`src/hw/frusc_consts.vh`:
```
`ifndef FRUSC_CONSTS_VH
`define FRUSC_CONSTS_VH

// ==========================================================
// opcodes
`define FRUSC_OP_NO_OP        8'h00
`define FRUSC_OP_RESET_ARM    8'h66
`define FRUSC_OP_RESET_EXEC   8'h99
`define FRUSC_OP_UID_READ     8'h4B
`define FRUSC_OP_TABLE_READ   8'h5A

// ==========================================================
// frame layout after the opcode
`define FRUSC_UID_DUMMY_BYTES 4
`define FRUSC_UID_BITS        128
`define FRUSC_TBL_ADDR_BYTES  3
`define FRUSC_TBL_DUMMY_BYTES 1

// ==========================================================
// parameter table header bytes
`define FRUSC_SIG_B0          8'h53
`define FRUSC_SIG_B1          8'h46
`define FRUSC_SIG_B2          8'h44
`define FRUSC_SIG_B3          8'h50
`define FRUSC_REV_MINOR       8'h00
`define FRUSC_REV_MAJOR       8'h01
`define FRUSC_HDR_COUNT       8'h01
`define FRUSC_HDR0_ID         8'h00
`define FRUSC_HDR0_LEN        8'h09
`define FRUSC_HDR0_PTR        8'h30
`define FRUSC_HDR1_LEN        8'h03
`define FRUSC_HDR1_PTR        8'h60
`define FRUSC_UNUSED_BYTE     8'hFF
`define FRUSC_ZERO_BYTE       8'h00

// ==========================================================
// reset values
`define FRUSC_ARM_RST         1'b0

`endif

```
`src/hw/frusc_cmd.v`:
```
// Operation
// RL1 - no-op only cancels a pending reset arm
// RL2 - reset executes only after completed reset arm
// RL3 - any other command discards the arm
// RL4 - software reset restores power-on defaults, standby
// RL5 - reset during program or erase aborts it
// RL6 - fixed read-only 128-bit unique identifier
// RL7 - unique id: opcode, four dummy bytes, id out
// RL8 - table read: opcode, three address, one dummy
// RL9 - chip select high ends table output
// RL10 - signature bytes 53 46 44 50
// RL11 - revisions 00, 01, header count 01
// RL12 - first header and its table pointer
// RL13 - second vendor header and its pointer
// RL14 - unused header bytes read FF
// RL15 - opcodes 00, 66, 99 always accepted
// RL16 - table address increments after each byte
// RL17 - msb first, one bit per clock
`timescale 1ns/1ps
`include "frusc_consts.vh"
module frusc_cmd #(
   // arbitrary neutral values
   parameter [127:0] UNIQUE_ID = 128'h0123456789ABCDEFFEDCBA9876543210,
   parameter [7:0]   VENDOR_ID = 8'h5C
) (
   // clock and reset
   input  wire       clock_i,
   input  wire       rst_b_i,
   // serial link pins
   input  wire       cs_b_i,
   input  wire       sclk_i,
   input  wire       si_i,
   input  wire [2:0] upper_io_lines_i,
   output reg        so_o,
   output reg        so_oe_o,
   // array engine status and control
   input  wire       busy_i,
   output reg        abort_o,
   output reg        soft_reset_o
);
   localparam [5:0] ST_OPC  = 6'b000001;
   localparam [5:0] ST_ADDR = 6'b000010;
   localparam [5:0] ST_DUMY = 6'b000100;
   localparam [5:0] ST_UID  = 6'b001000;
   localparam [5:0] ST_TBL  = 6'b010000;
   localparam [5:0] ST_IDLE = 6'b100000;

   // ==========================================================
   // pin synchronisers
   wire cs_b_s;
   wire sclk_s;
   wire si_s;
   frusc_sync #(
      .RST_VAL (1'b1)
   ) u_sync_cs (
      .clock_i (clock_i),
      .rst_b_i (rst_b_i),
      .d_i     (cs_b_i),
      .q_o     (cs_b_s)
   );

   frusc_sync #(
      .RST_VAL (1'b0)
   ) u_sync_ck (
      .clock_i (clock_i),
      .rst_b_i (rst_b_i),
      .d_i     (sclk_i),
      .q_o     (sclk_s)
   );

   frusc_sync #(
      .RST_VAL (1'b0)
   ) u_sync_si (
      .clock_i (clock_i),
      .rst_b_i (rst_b_i),
      .d_i     (si_i),
      .q_o     (si_s)
   );

   reg  sclk_d_reg;
   reg  cs_d_reg;
   wire rise    = sclk_s & ~sclk_d_reg & ~cs_b_s;
   wire fall    = ~sclk_s & sclk_d_reg & ~cs_b_s;
   wire cs_rise = cs_b_s & ~cs_d_reg;

   // ==========================================================
   // frame state
   reg [5:0]   state_reg;
   reg [7:0]   shift_reg;
   reg [2:0]   bit_reg;
   reg [1:0]   bytes_reg;
   reg         is_uid_reg;
   reg         arm_reg;
   reg [23:0]  addr_reg;
   reg [6:0]   uid_bit_reg;
   reg         first_byte_reg;
   reg [7:0]   out_sh_reg;
   reg [2:0]   out_cnt_reg;
   reg         out_have_reg;
   wire [7:0]  rx_byte   = {shift_reg[6:0], si_s};
   wire        byte_done = rise & (bit_reg == 3'd7);

   // ==========================================================
   // opcode decode, the upper io lines never reach it
   wire        op_arm    = (rx_byte == `FRUSC_OP_RESET_ARM);   // see RL15
   wire        op_exec   = (rx_byte == `FRUSC_OP_RESET_EXEC);
   wire        op_uid    = (rx_byte == `FRUSC_OP_UID_READ);
   wire        op_tbl    = (rx_byte == `FRUSC_OP_TABLE_READ);
   wire        exec_now  = byte_done & (state_reg == ST_OPC) & op_exec & arm_reg; // see RL2

   // ==========================================================
   // parameter table header lookup
   reg [7:0] tbl_byte;
   always @* begin
      if (addr_reg[23:5] != 19'd0) begin
         tbl_byte = `FRUSC_UNUSED_BYTE;
      end else begin
         case (addr_reg[4:0])
            5'h00: tbl_byte = `FRUSC_SIG_B0;     // see RL10
            5'h01: tbl_byte = `FRUSC_SIG_B1;
            5'h02: tbl_byte = `FRUSC_SIG_B2;
            5'h03: tbl_byte = `FRUSC_SIG_B3;
            5'h04: tbl_byte = `FRUSC_REV_MINOR;  // see RL11
            5'h05: tbl_byte = `FRUSC_REV_MAJOR;
            5'h06: tbl_byte = `FRUSC_HDR_COUNT;
            5'h07: tbl_byte = `FRUSC_UNUSED_BYTE; // see RL14
            5'h08: tbl_byte = `FRUSC_HDR0_ID;    // see RL12
            5'h09: tbl_byte = `FRUSC_REV_MINOR;
            5'h0A: tbl_byte = `FRUSC_REV_MAJOR;
            5'h0B: tbl_byte = `FRUSC_HDR0_LEN;
            5'h0C: tbl_byte = `FRUSC_HDR0_PTR;
            5'h0D: tbl_byte = `FRUSC_ZERO_BYTE;
            5'h0E: tbl_byte = `FRUSC_ZERO_BYTE;
            5'h0F: tbl_byte = `FRUSC_UNUSED_BYTE;
            5'h10: tbl_byte = VENDOR_ID;         // see RL13
            5'h11: tbl_byte = `FRUSC_REV_MINOR;
            5'h12: tbl_byte = `FRUSC_REV_MAJOR;
            5'h13: tbl_byte = `FRUSC_HDR1_LEN;
            5'h14: tbl_byte = `FRUSC_HDR1_PTR;
            5'h15: tbl_byte = `FRUSC_ZERO_BYTE;
            5'h16: tbl_byte = `FRUSC_ZERO_BYTE;
            5'h17: tbl_byte = `FRUSC_UNUSED_BYTE;
            default: tbl_byte = `FRUSC_UNUSED_BYTE; // see RL14
         endcase
      end
   end

   // uid byte, msb first
   wire [7:0] uid_byte = UNIQUE_ID[{~uid_bit_reg[6:3], 3'b111} -: 8]; // see RL6

   // ==========================================================
   // output byte buffer
   wire       in_tbl    = (state_reg == ST_TBL);
   wire       in_uid    = (state_reg == ST_UID);
   // identifier bytes stop once the last one is queued
   wire       src_valid = in_tbl | (in_uid & ~first_byte_reg);
   wire [7:0] src_data  = in_uid ? uid_byte : tbl_byte;
   wire       src_ready;
   wire [7:0] buf_data;
   wire       buf_valid;
   wire       buf_take  = buf_valid & ~out_have_reg;
   wire       src_push  = src_valid & src_ready;

   frusc_buf2 u_buf (
      .clock_i     (clock_i),
      .rst_b_i     (rst_b_i),
      .flush_i     (cs_b_s),
      .in_data_i   (src_data),
      .in_valid_i  (src_valid),
      .in_ready_o  (src_ready),
      .out_data_o  (buf_data),
      .out_valid_o (buf_valid),
      .out_ready_i (buf_take)
   );

   // ==========================================================
   // command decode
   always @(posedge clock_i or negedge rst_b_i) begin
      if (!rst_b_i) begin
         sclk_d_reg     <= 1'b0;
         cs_d_reg       <= 1'b1;
         state_reg      <= ST_OPC;
         shift_reg      <= 8'h00;
         bit_reg        <= 3'd0;
         bytes_reg      <= 2'd0;
         is_uid_reg     <= 1'b0;
         arm_reg        <= `FRUSC_ARM_RST;
         addr_reg       <= 24'h000000;
         uid_bit_reg    <= 7'd0;
         first_byte_reg <= 1'b1;
      end else begin
         sclk_d_reg <= sclk_s;
         cs_d_reg   <= cs_b_s;
         if (cs_b_s) begin
            state_reg <= ST_OPC;  // see RL9
            bit_reg   <= 3'd0;
         end else if (rise) begin
            shift_reg <= rx_byte;
            bit_reg   <= bit_reg + 3'd1;
         end
         if (byte_done) begin
            case (state_reg)
               ST_OPC: begin
                  arm_reg   <= op_arm;  // see RL1 RL3
                  state_reg <= ST_IDLE;
                  bytes_reg <= 2'd0;
                  if (op_exec && arm_reg) begin
                     // address, identifier pointer and frame flags back to power-on values
                     addr_reg       <= 24'h000000;  // see RL4
                     uid_bit_reg    <= 7'd0;
                     is_uid_reg     <= 1'b0;
                     first_byte_reg <= 1'b1;
                  end
                  if (op_uid) begin
                     is_uid_reg <= 1'b1;      // see RL7
                     state_reg  <= ST_DUMY;
                  end
                  if (op_tbl) begin
                     is_uid_reg <= 1'b0;      // see RL8
                     state_reg  <= ST_ADDR;
                  end
               end
               ST_ADDR: begin
                  addr_reg  <= {addr_reg[15:0], rx_byte};
                  bytes_reg <= bytes_reg + 2'd1;
                  if (bytes_reg == 2'd2) begin
                     state_reg <= ST_DUMY;
                     bytes_reg <= 2'd0;
                  end
               end
               ST_DUMY: begin
                  bytes_reg <= bytes_reg + 2'd1;  // see RL7 RL8
                  if (is_uid_reg ? (bytes_reg == 2'd3) : 1'b1) begin
                     state_reg      <= is_uid_reg ? ST_UID : ST_TBL;
                     uid_bit_reg    <= 7'd0;
                     first_byte_reg <= 1'b0;
                  end
               end
               ST_UID, ST_TBL, ST_IDLE: begin
                  // trailing bytes of a decoded frame carry no command
                  state_reg <= state_reg;
               end
               default: state_reg <= ST_OPC;
            endcase
         end
         if (src_push && !cs_b_s) begin
            if (state_reg == ST_TBL) begin
               addr_reg <= addr_reg + 24'd1;  // see RL16
            end else begin
               uid_bit_reg <= uid_bit_reg + 7'd8;
               if (uid_bit_reg == 7'd120) begin
                  first_byte_reg <= 1'b1;
               end
            end
         end
         if (cs_rise) begin
            first_byte_reg <= 1'b1;
         end
      end
   end

   // ==========================================================
   // software reset request pulses
   always @(posedge clock_i or negedge rst_b_i) begin
      if (!rst_b_i) begin
         soft_reset_o <= 1'b0;
         abort_o      <= 1'b0;
      end else begin
         soft_reset_o <= exec_now;           // see RL2 RL4
         abort_o      <= exec_now & busy_i;  // see RL5
      end
   end

   // ==========================================================
   // serial output shifter, msb first on falling edges
   always @(posedge clock_i or negedge rst_b_i) begin
      if (!rst_b_i) begin
         out_sh_reg   <= 8'h00;
         out_cnt_reg  <= 3'd0;
         out_have_reg <= 1'b0;
         so_o         <= 1'b0;
         so_oe_o      <= 1'b0;
      end else if (cs_b_s) begin
         out_have_reg <= 1'b0;
         out_cnt_reg  <= 3'd0;
         so_oe_o      <= 1'b0;  // see RL9
      end else begin
         if (buf_take) begin
            out_sh_reg   <= buf_data;
            out_have_reg <= 1'b1;
            out_cnt_reg  <= 3'd0;
         end else if (fall && out_have_reg) begin
            so_o        <= out_sh_reg[7];  // see RL17
            so_oe_o     <= 1'b1;
            out_sh_reg  <= {out_sh_reg[6:0], 1'b0};
            out_cnt_reg <= out_cnt_reg + 3'd1;
            if (out_cnt_reg == 3'd7) begin
               out_have_reg <= 1'b0;
            end
         end
      end
   end
endmodule // frusc_cmd

```
`src/hw/frusc_sync.v`:
```
`timescale 1ns/1ps
// ==========================================================
// two-stage synchroniser
module frusc_sync #(
   // level held in reset, the idle level of the pin
   parameter [0:0] RST_VAL = 1'b0
) (
   // clock and reset
   input  wire clock_i,
   input  wire rst_b_i,
   // level in and out
   input  wire d_i,
   output wire q_o
);
   reg meta_reg;
   reg sync_reg;

   always @(posedge clock_i or negedge rst_b_i) begin
      if (!rst_b_i) begin
         meta_reg <= RST_VAL;
         sync_reg <= RST_VAL;
      end else begin
         meta_reg <= d_i;
         sync_reg <= meta_reg;
      end
   end

   assign q_o = sync_reg;
endmodule // frusc_sync

```
`src/hw/frusc_buf2.v`:
```
`timescale 1ns/1ps
// ==========================================================
// two-entry skid buffer
module frusc_buf2 (
   // clock and reset
   input  wire       clock_i,
   input  wire       rst_b_i,
   input  wire       flush_i,
   // fill side
   input  wire [7:0] in_data_i,
   input  wire       in_valid_i,
   output wire       in_ready_o,
   // drain side
   output wire [7:0] out_data_o,
   output wire       out_valid_o,
   input  wire       out_ready_i
);
   reg [7:0] mem_reg [0:1];
   reg       wptr_reg;
   reg       rptr_reg;
   reg [1:0] count_reg;
   wire      push;
   wire      pop;

   assign in_ready_o  = (count_reg != 2'd2);
   assign out_valid_o = (count_reg != 2'd0);
   assign out_data_o  = mem_reg[rptr_reg];
   assign push        = in_valid_i & in_ready_o;
   assign pop         = out_valid_o & out_ready_i;

   always @(posedge clock_i) begin
      if (push) begin
         mem_reg[wptr_reg] <= in_data_i;
      end
   end

   always @(posedge clock_i or negedge rst_b_i) begin
      if (!rst_b_i) begin
         wptr_reg  <= 1'b0;
         rptr_reg  <= 1'b0;
         count_reg <= 2'd0;
      end else if (flush_i) begin
         wptr_reg  <= 1'b0;
         rptr_reg  <= 1'b0;
         count_reg <= 2'd0;
      end else begin
         if (push) begin
            wptr_reg <= ~wptr_reg;
         end
         if (pop) begin
            rptr_reg <= ~rptr_reg;
         end
         count_reg <= count_reg + {1'b0, push} - {1'b0, pop};
      end
   end
endmodule // frusc_buf2

```
`config.mk`:
```
export PLATFORM = sky130hd
export DESIGN_NAME = frusc_cmd
export DESIGN_NICKNAME = d
export VERILOG_FILES = /design/src/hw/frusc_cmd.v /design/src/hw/frusc_sync.v /design/src/hw/frusc_buf2.v
export VERILOG_INCLUDE_DIRS = /design/src /design/src/hw
export SDC_FILE = /design/constraint.sdc
export NUM_CORES = 1
export LEC_CHECK = 0
export BUFFER_PORTS_ARGS = -buffer_cell sky130_fd_sc_hd__buf_2
export CAP_MARGIN = 5
export CORE_MARGIN = 8
export CORE_UTILIZATION = 35
export CTS_BUF_LIST = sky130_fd_sc_hd__clkbuf_4 sky130_fd_sc_hd__clkbuf_8
export CTS_CLUSTER_SIZE = 30
export DETAILED_ROUTE_END_ITERATION = 10
export HOLD_SLACK_MARGIN = 0.12
export PLACE_DENSITY = 0.58
export SLEW_MARGIN = 40
export SYNTH_ARGS = -nofsm -noshare
export SYNTH_HDL_FRONTEND = slang
export SYNTH_SLANG_ARGS = --single-unit
```
`constraint.sdc`:
```
create_clock -name clock_i -period 2.2 [get_ports clock_i]
set_input_delay 0.66 -clock clock_i [delete_from_list [all_inputs] [get_ports clock_i]]
set_output_delay 0.66 -clock clock_i [all_outputs]
set_load 0.005 [all_outputs]
```
# Yosys cells after proc, flatten, opt, wreduce, memory -nomap -nowiden
# Memory sizes are Yosys's and may differ from the RTL's.
# Index checks and enable logic that the tools add are counted.
# W data, S select, Z words.
[totals] regBits=80 mem_bits_rw=16 romBits=256 mem_count=2
[op_classes] addsub=7 n_eq_ne=18 shift=1 muxes=56 bitwise_logic=25 reduce_logical=24
[memory_table] name="(name not given)" words=32 word_bits=8 rd=1 rd_ports_with_merged_regs=0 wr=0 line="frusc_cmd.v:118" text="case (addr_reg[4:0])"
[memory_table] name="u_buf.mem_reg" words=2 word_bits=8 rd=1 rd_ports_with_merged_regs=0 wr=1 line="frusc_buf2.v:18" text="reg [7:0] mem_reg [0:1];"
[op_table] op="$shiftx A135 B8 Y8 const A" n=1
[op_table] op="$mux W24" n=4
[op_table] op="$pmux W24 S2" n=1
[op_table] op="$mux W6" n=6
[op_table] op="$mux W7" n=5
[op_table] op="$mux W8" n=4
[op_table] op="$add A24 B1 Y24 const B" n=1
[op_table] op="$eq A8 B7 Y1 const B" n=3
[op_table] op="$mux W1" n=24
[op_table] op="$pmux W6 S4" n=1
[op_table] op="$reduce_bool A19 Y1" n=1
[op_table] op="$mux W3" n=5
[op_table] op="$and A1 B1 Y1" n=14
[op_table] op="$pmux W7 S2" n=1
[op_table] op="$reduce_and A2 Y1" n=6
[op_table] op="$reduce_bool A2 Y1" n=6
[op_table] op="$reduce_bool A3 Y1" n=4
[op_table] op="$not A1 Y1" n=9
[op_table] op="$eq A8 B8 Y1 const B" n=1
[op_table] op="$add A7 B4 Y7 const B" n=1
[op_table] op="$eq A7 B7 Y1 const B" n=1
[op_table] op="$add A3 B1 Y3 const B" n=2
[op_table] op="$eq A3 B3 Y1 const B" n=2
[op_table] op="$eq A6 B1 Y1 const B" n=1
[op_table] op="other kinds (20)" n=27

# Depth between registers and ports, before layout
# Gate-level depths: netlist (run 1).
[logic_depth] depth_word=9 depth_mapped=10 mapped_depth_nobuf=9

# By module
# A second synthesis (run 1) with hierarchy kept.
[unflattened] hier_cells=509 hier_area_um2=5097.4
[modules_own_cells] module="frusc_cmd" instances=1 cells_each=455 area_per_inst_um2=4115.2 seq_area_each_um2=1755.4
[modules_own_cells] module="frusc_buf2" instances=1 cells_each=48 area_per_inst_um2=829.5 seq_area_each_um2=580.6
[modules_own_cells] module="frusc_sync (u_sync_ck ...)" instances=2 cells_each=2 area_per_inst_um2=50.0 seq_area_each_um2=50.0
[modules_own_cells] module="frusc_sync (u_sync_cs)" instances=1 cells_each=2 area_per_inst_um2=52.6 seq_area_each_um2=52.6

# Worst setup path after synthesis (run 1)
# OpenSTA, ideal clock, no wires.
[synth_timing] path_kind="flip-flop to flip-flop" start="reg state_reg[0]" end="mem u_buf.mem_reg[0][0], enable pin" setup_ps=374 arrival_ps=1885 required_time_ps=1826 slack_ps=-59 path_stages_with_launch=6 n_path_buf=1 cell_sequence="dfstp_2 -> clkbuf_1 -> nor4_1 -> nor4bb_1 -> o21ai_0 -> nor2_1"
[synth_via] elab_chain_cells=6
[synth_lines] element="from (decl)" line="frusc_cmd.v:88" text="reg [5:0] state_reg;"
[synth_lines] element="from (signal assigned)" line="frusc_cmd.v:234" text="state_reg <= is_uid_reg ? ST_UID : ST_TBL;"
[synth_lines] element="from (signal assigned)" line="frusc_cmd.v:241" text="state_reg <= state_reg;"
[synth_lines] element="$eq A6 B4 Y1" line="frusc_cmd.v:154" text="wire in_uid = (state_reg == ST_UID);"
[synth_lines] element="$and A1 B1 Y1" line="frusc_cmd.v:156" text="wire src_valid = in_tbl | (in_uid & ~first_byte_reg);"
[synth_lines] element="$or A1 B1 Y1 *" line="frusc_cmd.v:156"
[synth_lines] element="$and A1 B1 Y1 *" line="frusc_buf2.v:28" text="assign push = in_valid_i & in_ready_o;"
[synth_lines] element="$mux W1 *" line="frusc_buf2.v:32" text="if (push) begin"
[synth_lines] element="$mux W1 (not written as such) *" line="frusc_buf2.v:33" text="mem_reg[wptr_reg] <= in_data_i;"
[synth_lines] element="to (decl)" line="frusc_buf2.v:18"
# Mark *: on every way between the ends. The rest lies on a longest branch, timed or not.

# Worst setup path in the final report (run 1)
[layout_timing] start="reg state_reg[2]" end="reg uid_bit_reg[5]"
[layout_via] elab_chain_cells=6
[layout_lines] element="$eq A6 B4 Y1" line="frusc_cmd.v:154"
[layout_lines] element="$and A1 B1 Y1" line="frusc_cmd.v:156"
[layout_lines] element="$or A1 B1 Y1" line="frusc_cmd.v:156"
[layout_lines] element="$and A1 B1 Y1" line="frusc_cmd.v:162" text="wire src_push = src_valid & src_ready;"
[layout_lines] element="$logic_and A1 B1 Y1" line="frusc_cmd.v:246" text="if (src_push && !cs_b_s) begin"
[layout_lines] element="$mux W7 *" line="frusc_cmd.v:246"
[layout_lines] element="to (signal assigned)" line="frusc_cmd.v:250" text="uid_bit_reg <= uid_bit_reg + 7'd8;"
[layout_lines] element="to (decl)" line="frusc_cmd.v:95" text="reg [6:0] uid_bit_reg;"
# Marks and branches as above.
# A chain may end at the register's enable or synchronous reset.

==> results of run 1 <==
-- synthesized netlist by cell type (4+ instances only) --
cell	number
a21o_1	4
a21oi_1	32
a221o_1	4
a31oi_1	7
and2_1	12
buf_2	5
clkbuf_1	22
dfrtp_1	75
dfstp_2	5
edfxtp_1	16
ha_1	18
inv_1	22
mux2_2	9
mux2i_1	11
nand2_1	49
nand2b_1	8
nand3_1	21
nand4_1	12
nor2_1	43
nor2b_1	9
nor3_1	10
nor4_1	8
o211ai_1	9
o21ai_0	49
o311ai_0	9
o31a_1	4
or4_1	6
xor2_1	6
-- power by group --
part,switching (mW),leakage (nW),internal [mW]
registers,0.0387,1.24,1.86
clock network,0.641,0.104,0.547
logic,0.154,1.20,0.144
total,0.834,2.55,2.55
-- per-stage QoR --
step           hold WS (ps)  std cells  setup WS [ps]
2_1_floorplan           331        531           23.1
3_3_place_gp            335        745           -241
3_5_place_dp            335        745          -39.4
4_1_cts                 205        767          -23.7
5_1_grt                 212        769          -42.2
6_report                206        769           74.3
-- routing by layer --
| layer | wire (um) | up-vias |
|---|---|---|
| met3 | 536 | 11 |
| met1 | 5670 | 2079 |
| li1 | - | 2030 |
| met2 | 5610 | 96 |
| met5 | 0 | - |
| met4 | 142 | 0 |
-- final timing paths --
check,cells past startpoint,endpoint
setup / recovery,5,uid_bit_reg[5]
hold / removal,1,bit_reg[0]
setup reg to reg,5,uid_bit_reg[5]
hold reg to reg,0,u_sync_ck.q_o
max in group asynchronous,2,first_byte_reg
min in group clock_i,0,u_sync_ck.q_o
-- cells by family after synthesis --
family	count (synthesis)	share of synthesized area, %
buf+inv	51	3.99
simple gates	201	20.7
xor+xnor	9	1.53
fa+ha+maj	18	4.38
mux	21	4.55
flops	96	48.4
compound gates	135	16.5
-- worst max-delay path: stages (launching register included) --
cell and delay, ps:
dfrtp_1 390, or4_4 570, nor4_4 390, buf_4 170, o211ai_1 230, a31o_2 280
-- layout make-up --
class / count / area [sq um]
well taps: 184 / 230
inverters: 22 / 82.6
fillers: 1423 / 8360
repair buffers: 67 / 528
clock inverters: 6 / 70.1
clock buffers: 10 / 131
flip-flops and latches: 96 / 2490
multi-input cells: 384 / 2530
-- what timing repair did --
| item | 4_1_cts | 5_1_grt |
|---|---|---|
| gates cloned | 1 | 0 |
| resized for setup | 17 | 18 |
| setup endpoints to repair | 19 | 54 |
| setup buffers | 5 | 2 |
| pin swaps | 5 | 10 |
==> flow_metrics.env, run 1 <==
export IMPL_use_met1_pct=17.9
export IMPL_gr_usage_all_layers_pct=13.5
export IMPL_ys_seq_area_share_pct=48.4
export IMPL_layout_commonest_cell="dfrtp_1"
export IMPL_clkLatencyLatePin_ps=380
export IMPL_io_buffer_count=9
export IMPL_synth_warnings=0
export IMPL_grt_met3_usage_pct=2.92
export IMPL_finalSetupTns_ps=0
export IMPL_p_per_area_mw_per_mm2=559
export IMPL_fin_area_sq_mm=0.00606
export IMPL_syn_to_final_growth_pct=17.9
export IMPL_finalHoldViolations=0
export IMPL_synth_area_leader_cell="dfrtp_1"
export IMPL_peakVddDrop_mv=0.315
export IMPL_largest_reg_flops=24
export IMPL_worst_pin_slew_ps=517
export IMPL_antenna_cells=0
export IMPL_synthesis_area_sq_mm=0.00514
export IMPL_setup_viol=0
export IMPL_dieArea_sq_mm=0.0188
export IMPL_status="finished clean"
export IMPL_cts_made_buffers=9
export IMPL_hpwl_um=8210
export IMPL_drt_first_pass_iters=5
export IMPL_drt_iter0_drc=290
export IMPL_final_cell_mix="dfrtp_1 (74), buf_4 (54), nand2_1 (48), nor2_1 (41), o21ai_0 (38)"
export IMPL_cts_tree="done"
export IMPL_finish_utilization_pct=42.0
export IMPL_clkSinkCount=96
export IMPL_path_max_fanout=7
export IMPL_worstSetupStartpointType="flop"
export IMPL_hold_buffers=0
export IMPL_grt_max_degree=51
export IMPL_syn_area_per_cell_sq_um=9.68
export IMPL_antenna_left=0
export IMPL_start_util_pct=35.7
export IMPL_fmax_mhz=470
export IMPL_die_w_um=137
export IMPL_antenna_found_initial=0
export IMPL_critPathKind="flop to flop"
export IMPL_synth_cells=531
export IMPL_relSlewSlack_pct=65.1
export IMPL_cp_arrival_ps=2400
export IMPL_nets=607
export IMPL_fin_skew_ps=15.9
export IMPL_drive_above_1_share_pct=20.5
export IMPL_routabilityCongestion=0.877
export IMPL_clockBufferDepth=2
export IMPL_finalCritPeriodShare_pct=96.6
export IMPL_grt_pass1_wl_um=20400
export IMPL_core_sq_mm=0.0144
export IMPL_synth_top_cell_area_share_pct=36.5
export IMPL_cts_clk_slew_worst_paths_ps=100
export IMPL_r2r_slack_ps=70
export IMPL_viasPerCell=5.48
export IMPL_rows=44
export IMPL_wl_um=12000
export IMPL_maxCapViolations=0
export IMPL_cellLeakagePower_nw=2.55
export IMPL_vias=4216
export IMPL_grt_pass1_vias=4134
export IMPL_yosys_cell_types_count=61
export IMPL_ys_ff_latch=96
export IMPL_syn_num_nets=558
export IMPL_grt_util_met2_pct=21.4
export IMPL_timing_rr_start="state_reg[2]"
export IMPL_cp_end_kind="flop"
export IMPL_p_total_mw=3.39
export IMPL_rsz0062_at_grt="yes"
export IMPL_grt_overflow=0
export IMPL_cts_max_level=3
export IMPL_route_detailed_drc=0
export IMPL_synthArstFlopShare_pct=83.3
export IMPL_synth_area_top_cells="dfrtp_1 (36%), edfxtp_1 (9.3%), o21ai_0 (4.8%), ha_1 (4.4%), nand2_1 (3.6%)"
export IMPL_slew_viol_final=0
export IMPL_required_ps=2470
export IMPL_top_usage_layer="met2"
export IMPL_cts_root_buf="clkbuf_8"
export IMPL_die_y_um=137
export IMPL_crit_start="state_reg[2]"
export IMPL_io_pins=13
export IMPL_wl_per_cell_um=15.6
export IMPL_placed_area_sq_mm=0.00572
export IMPL_synth_edf_count=16
export IMPL_synth_flop_cell="dfrtp_1"
export IMPL_fin_crit_ps=2130
export IMPL_hold_class="primary input to asynchronous set/reset pin"
(Power assumes the default switching activity.)
==> run 2, diff against run 1 <==
==> constraint.sdc (replaced) <==
create_clock -name clock_i -period 2.2 [get_ports clock_i]
set_input_delay 0.44 -clock clock_i [delete_from_list [all_inputs] [get_ports clock_i]]
set_output_delay 0.44 -clock clock_i [all_outputs]
set_load 0.005 [all_outputs]
==> flow_metrics.env, run 2 (synthesis gave the netlist of run 1 again) <==
export IMPL_status="finished clean"
export IMPL_grt_pass1_wl_um=20600
export IMPL_drt_first_pass_iters=4
export IMPL_cts_max_level=3
export IMPL_finalCritPeriodShare_pct=97.7
export IMPL_drt_iter0_drc=293
export IMPL_io_buffer_count=9
export IMPL_viasPerCell=5.44
export IMPL_grt_max_degree=47
export IMPL_core_sq_mm=0.0144
export IMPL_antenna_found_initial=0
export IMPL_critPathKind="flop to flop"
export IMPL_cp_arrival_ps=2460
export IMPL_fin_crit_ps=2150
export IMPL_hold_class="primary input to flop"
export IMPL_nets=612
export IMPL_cts_clk_slew_worst_paths_ps=100
export IMPL_drive_above_1_share_pct=21.4
export IMPL_peakVddDrop_mv=0.434
export IMPL_finalHoldViolations=0
export IMPL_cellLeakagePower_nw=2.55
export IMPL_fillCellCount=1410
export IMPL_grt_pass1_vias=4115
export IMPL_ff_latch_area_sq_mm=0.00249
export IMPL_final_cells=774
export IMPL_worst_slack_ps=49.8
export IMPL_multi_input_area_sq_mm=0.00258
export IMPL_cp_end_kind="flop"
export IMPL_pre_cts_slack_ps=-49.7
export IMPL_cts_root_buf="clkbuf_8"
export IMPL_clockBufferDepth=2
export IMPL_gr_usage_all_layers_pct=13.7
export IMPL_io_pins=13
export IMPL_placed_cells_incl_taps=748
export IMPL_cts_tree="done"
export IMPL_p_per_area_mw_per_mm2=537
export IMPL_antenna_cells=0
export IMPL_largest_reg_flops=24
export IMPL_route_detailed_drc=0
export IMPL_syn_to_final_growth_pct=19.0
export IMPL_worstSetupStartpointType="flop"
export IMPL_layout_commonest_cell="dfrtp_1"
export IMPL_antenna_left=0
export IMPL_wl_um=12100
export IMPL_relSlewSlack_pct=62.8
export IMPL_fin_skew_ps=10.5
export IMPL_routabilityCongestion=0.855
export IMPL_grt_overflow=0
export IMPL_maxCapViolations=0
export IMPL_path_max_fanout=6
export IMPL_dieArea_sq_mm=0.0188
export IMPL_start_util_pct=35.7
export IMPL_setup_viol=0
export IMPL_die_w_um=137
export IMPL_final_cell_mix="dfrtp_1 (74), buf_4 (58), nand2_1 (48), o21ai_0 (46), nor2_1 (41)"
export IMPL_vias=4213
export IMPL_die_y_um=137
export IMPL_fmax_mhz=465
export IMPL_rows=44
export IMPL_cts_made_buffers=9
export IMPL_clkLatencyLatePin_ps=390
export IMPL_wl_per_cell_um=15.7
export IMPL_rsz0062_at_grt="yes"
export IMPL_clkSinkCount=96
export IMPL_hpwl_um=8270
export IMPL_worst_pin_slew_ps=556
export IMPL_slew_viol_final=0
export IMPL_required_ps=2510
[run 2: critical path, stage by stage, from the launching register on]
cell      delay, ps
dfrtp_1         380
or4_4           570
buf_4           180
or4_1           550
nor2_2          150
o32ai_1         140
o221ai_1        100
[run 2: path summary, 6_finish.rpt]
kind | start | endpoint | slack [ps] | cells after the start
max | state_reg[2] | first_byte_reg | 50 | 6
min | sclk_i | u_sync_ck.meta_reg | 150 | 1
max reg2reg | state_reg[2] | first_byte_reg | 50 | 6
min reg2reg | u_sync_cs.meta_reg | u_sync_cs.q_o | 350 | 0
max in group asynchronous | rst_b_i | addr_reg[22] | 1050 | 3
min in group asynchronous | rst_b_i | bit_reg[0] | 540 | 2
[run 2: through the flow]
step	cell area (sq um)	TNS, ps	power, mW	utilization [%]	hold WS, ps
final	6120	0	3.29	42.4	148
after detailed placement	5740	-304	2.24	39.8	337
after CTS	6000	0	3.33	41.6	128
after floorplan	5140	0	2.07	-	144
after global routing	6120	-23.7	3.44	42.4	118
after global placement	5740	-3740	2.23	39.8	334
[run 2: timing repair]
action,4_1_cts,5_1_grt
resized for setup,6,22
buffers inserted,5,3
gates cloned,1,0
hold endpoints to repair,29,0
setup endpoints to repair,21,44
hold buffers,1,0
pin swaps,2,6
[run 2: final cells by class]
class	instances	area share (%)
clock buffers	10	2.15
clock inverters	6	0.756
inverters	22	1.35
multi-input cells	385	42.2
flip-flops and latches	96	40.7
well taps	184	3.76
repair buffers	71	9.10
[run 2: report_power, final]
group	internal, mW	switching, mW
Clock	0.429	0.653
Sequential	1.86	0.0417
Combinational	0.150	0.153
Total	2.44	0.847
[run 2: layer usage]
| layer | vias up | global-route usage (%) | wire length [um] |
|---|---|---|---|
| met3 | 12 | 3.54 | 561 |
| met2 | 87 | 21.3 | 5610 |
| met5 | - | 0 | 0 |
| met4 | 0 | 4.41 | 178 |
| li1 | 2051 | - | - |
| met1 | 2063 | 18.1 | 5780 |
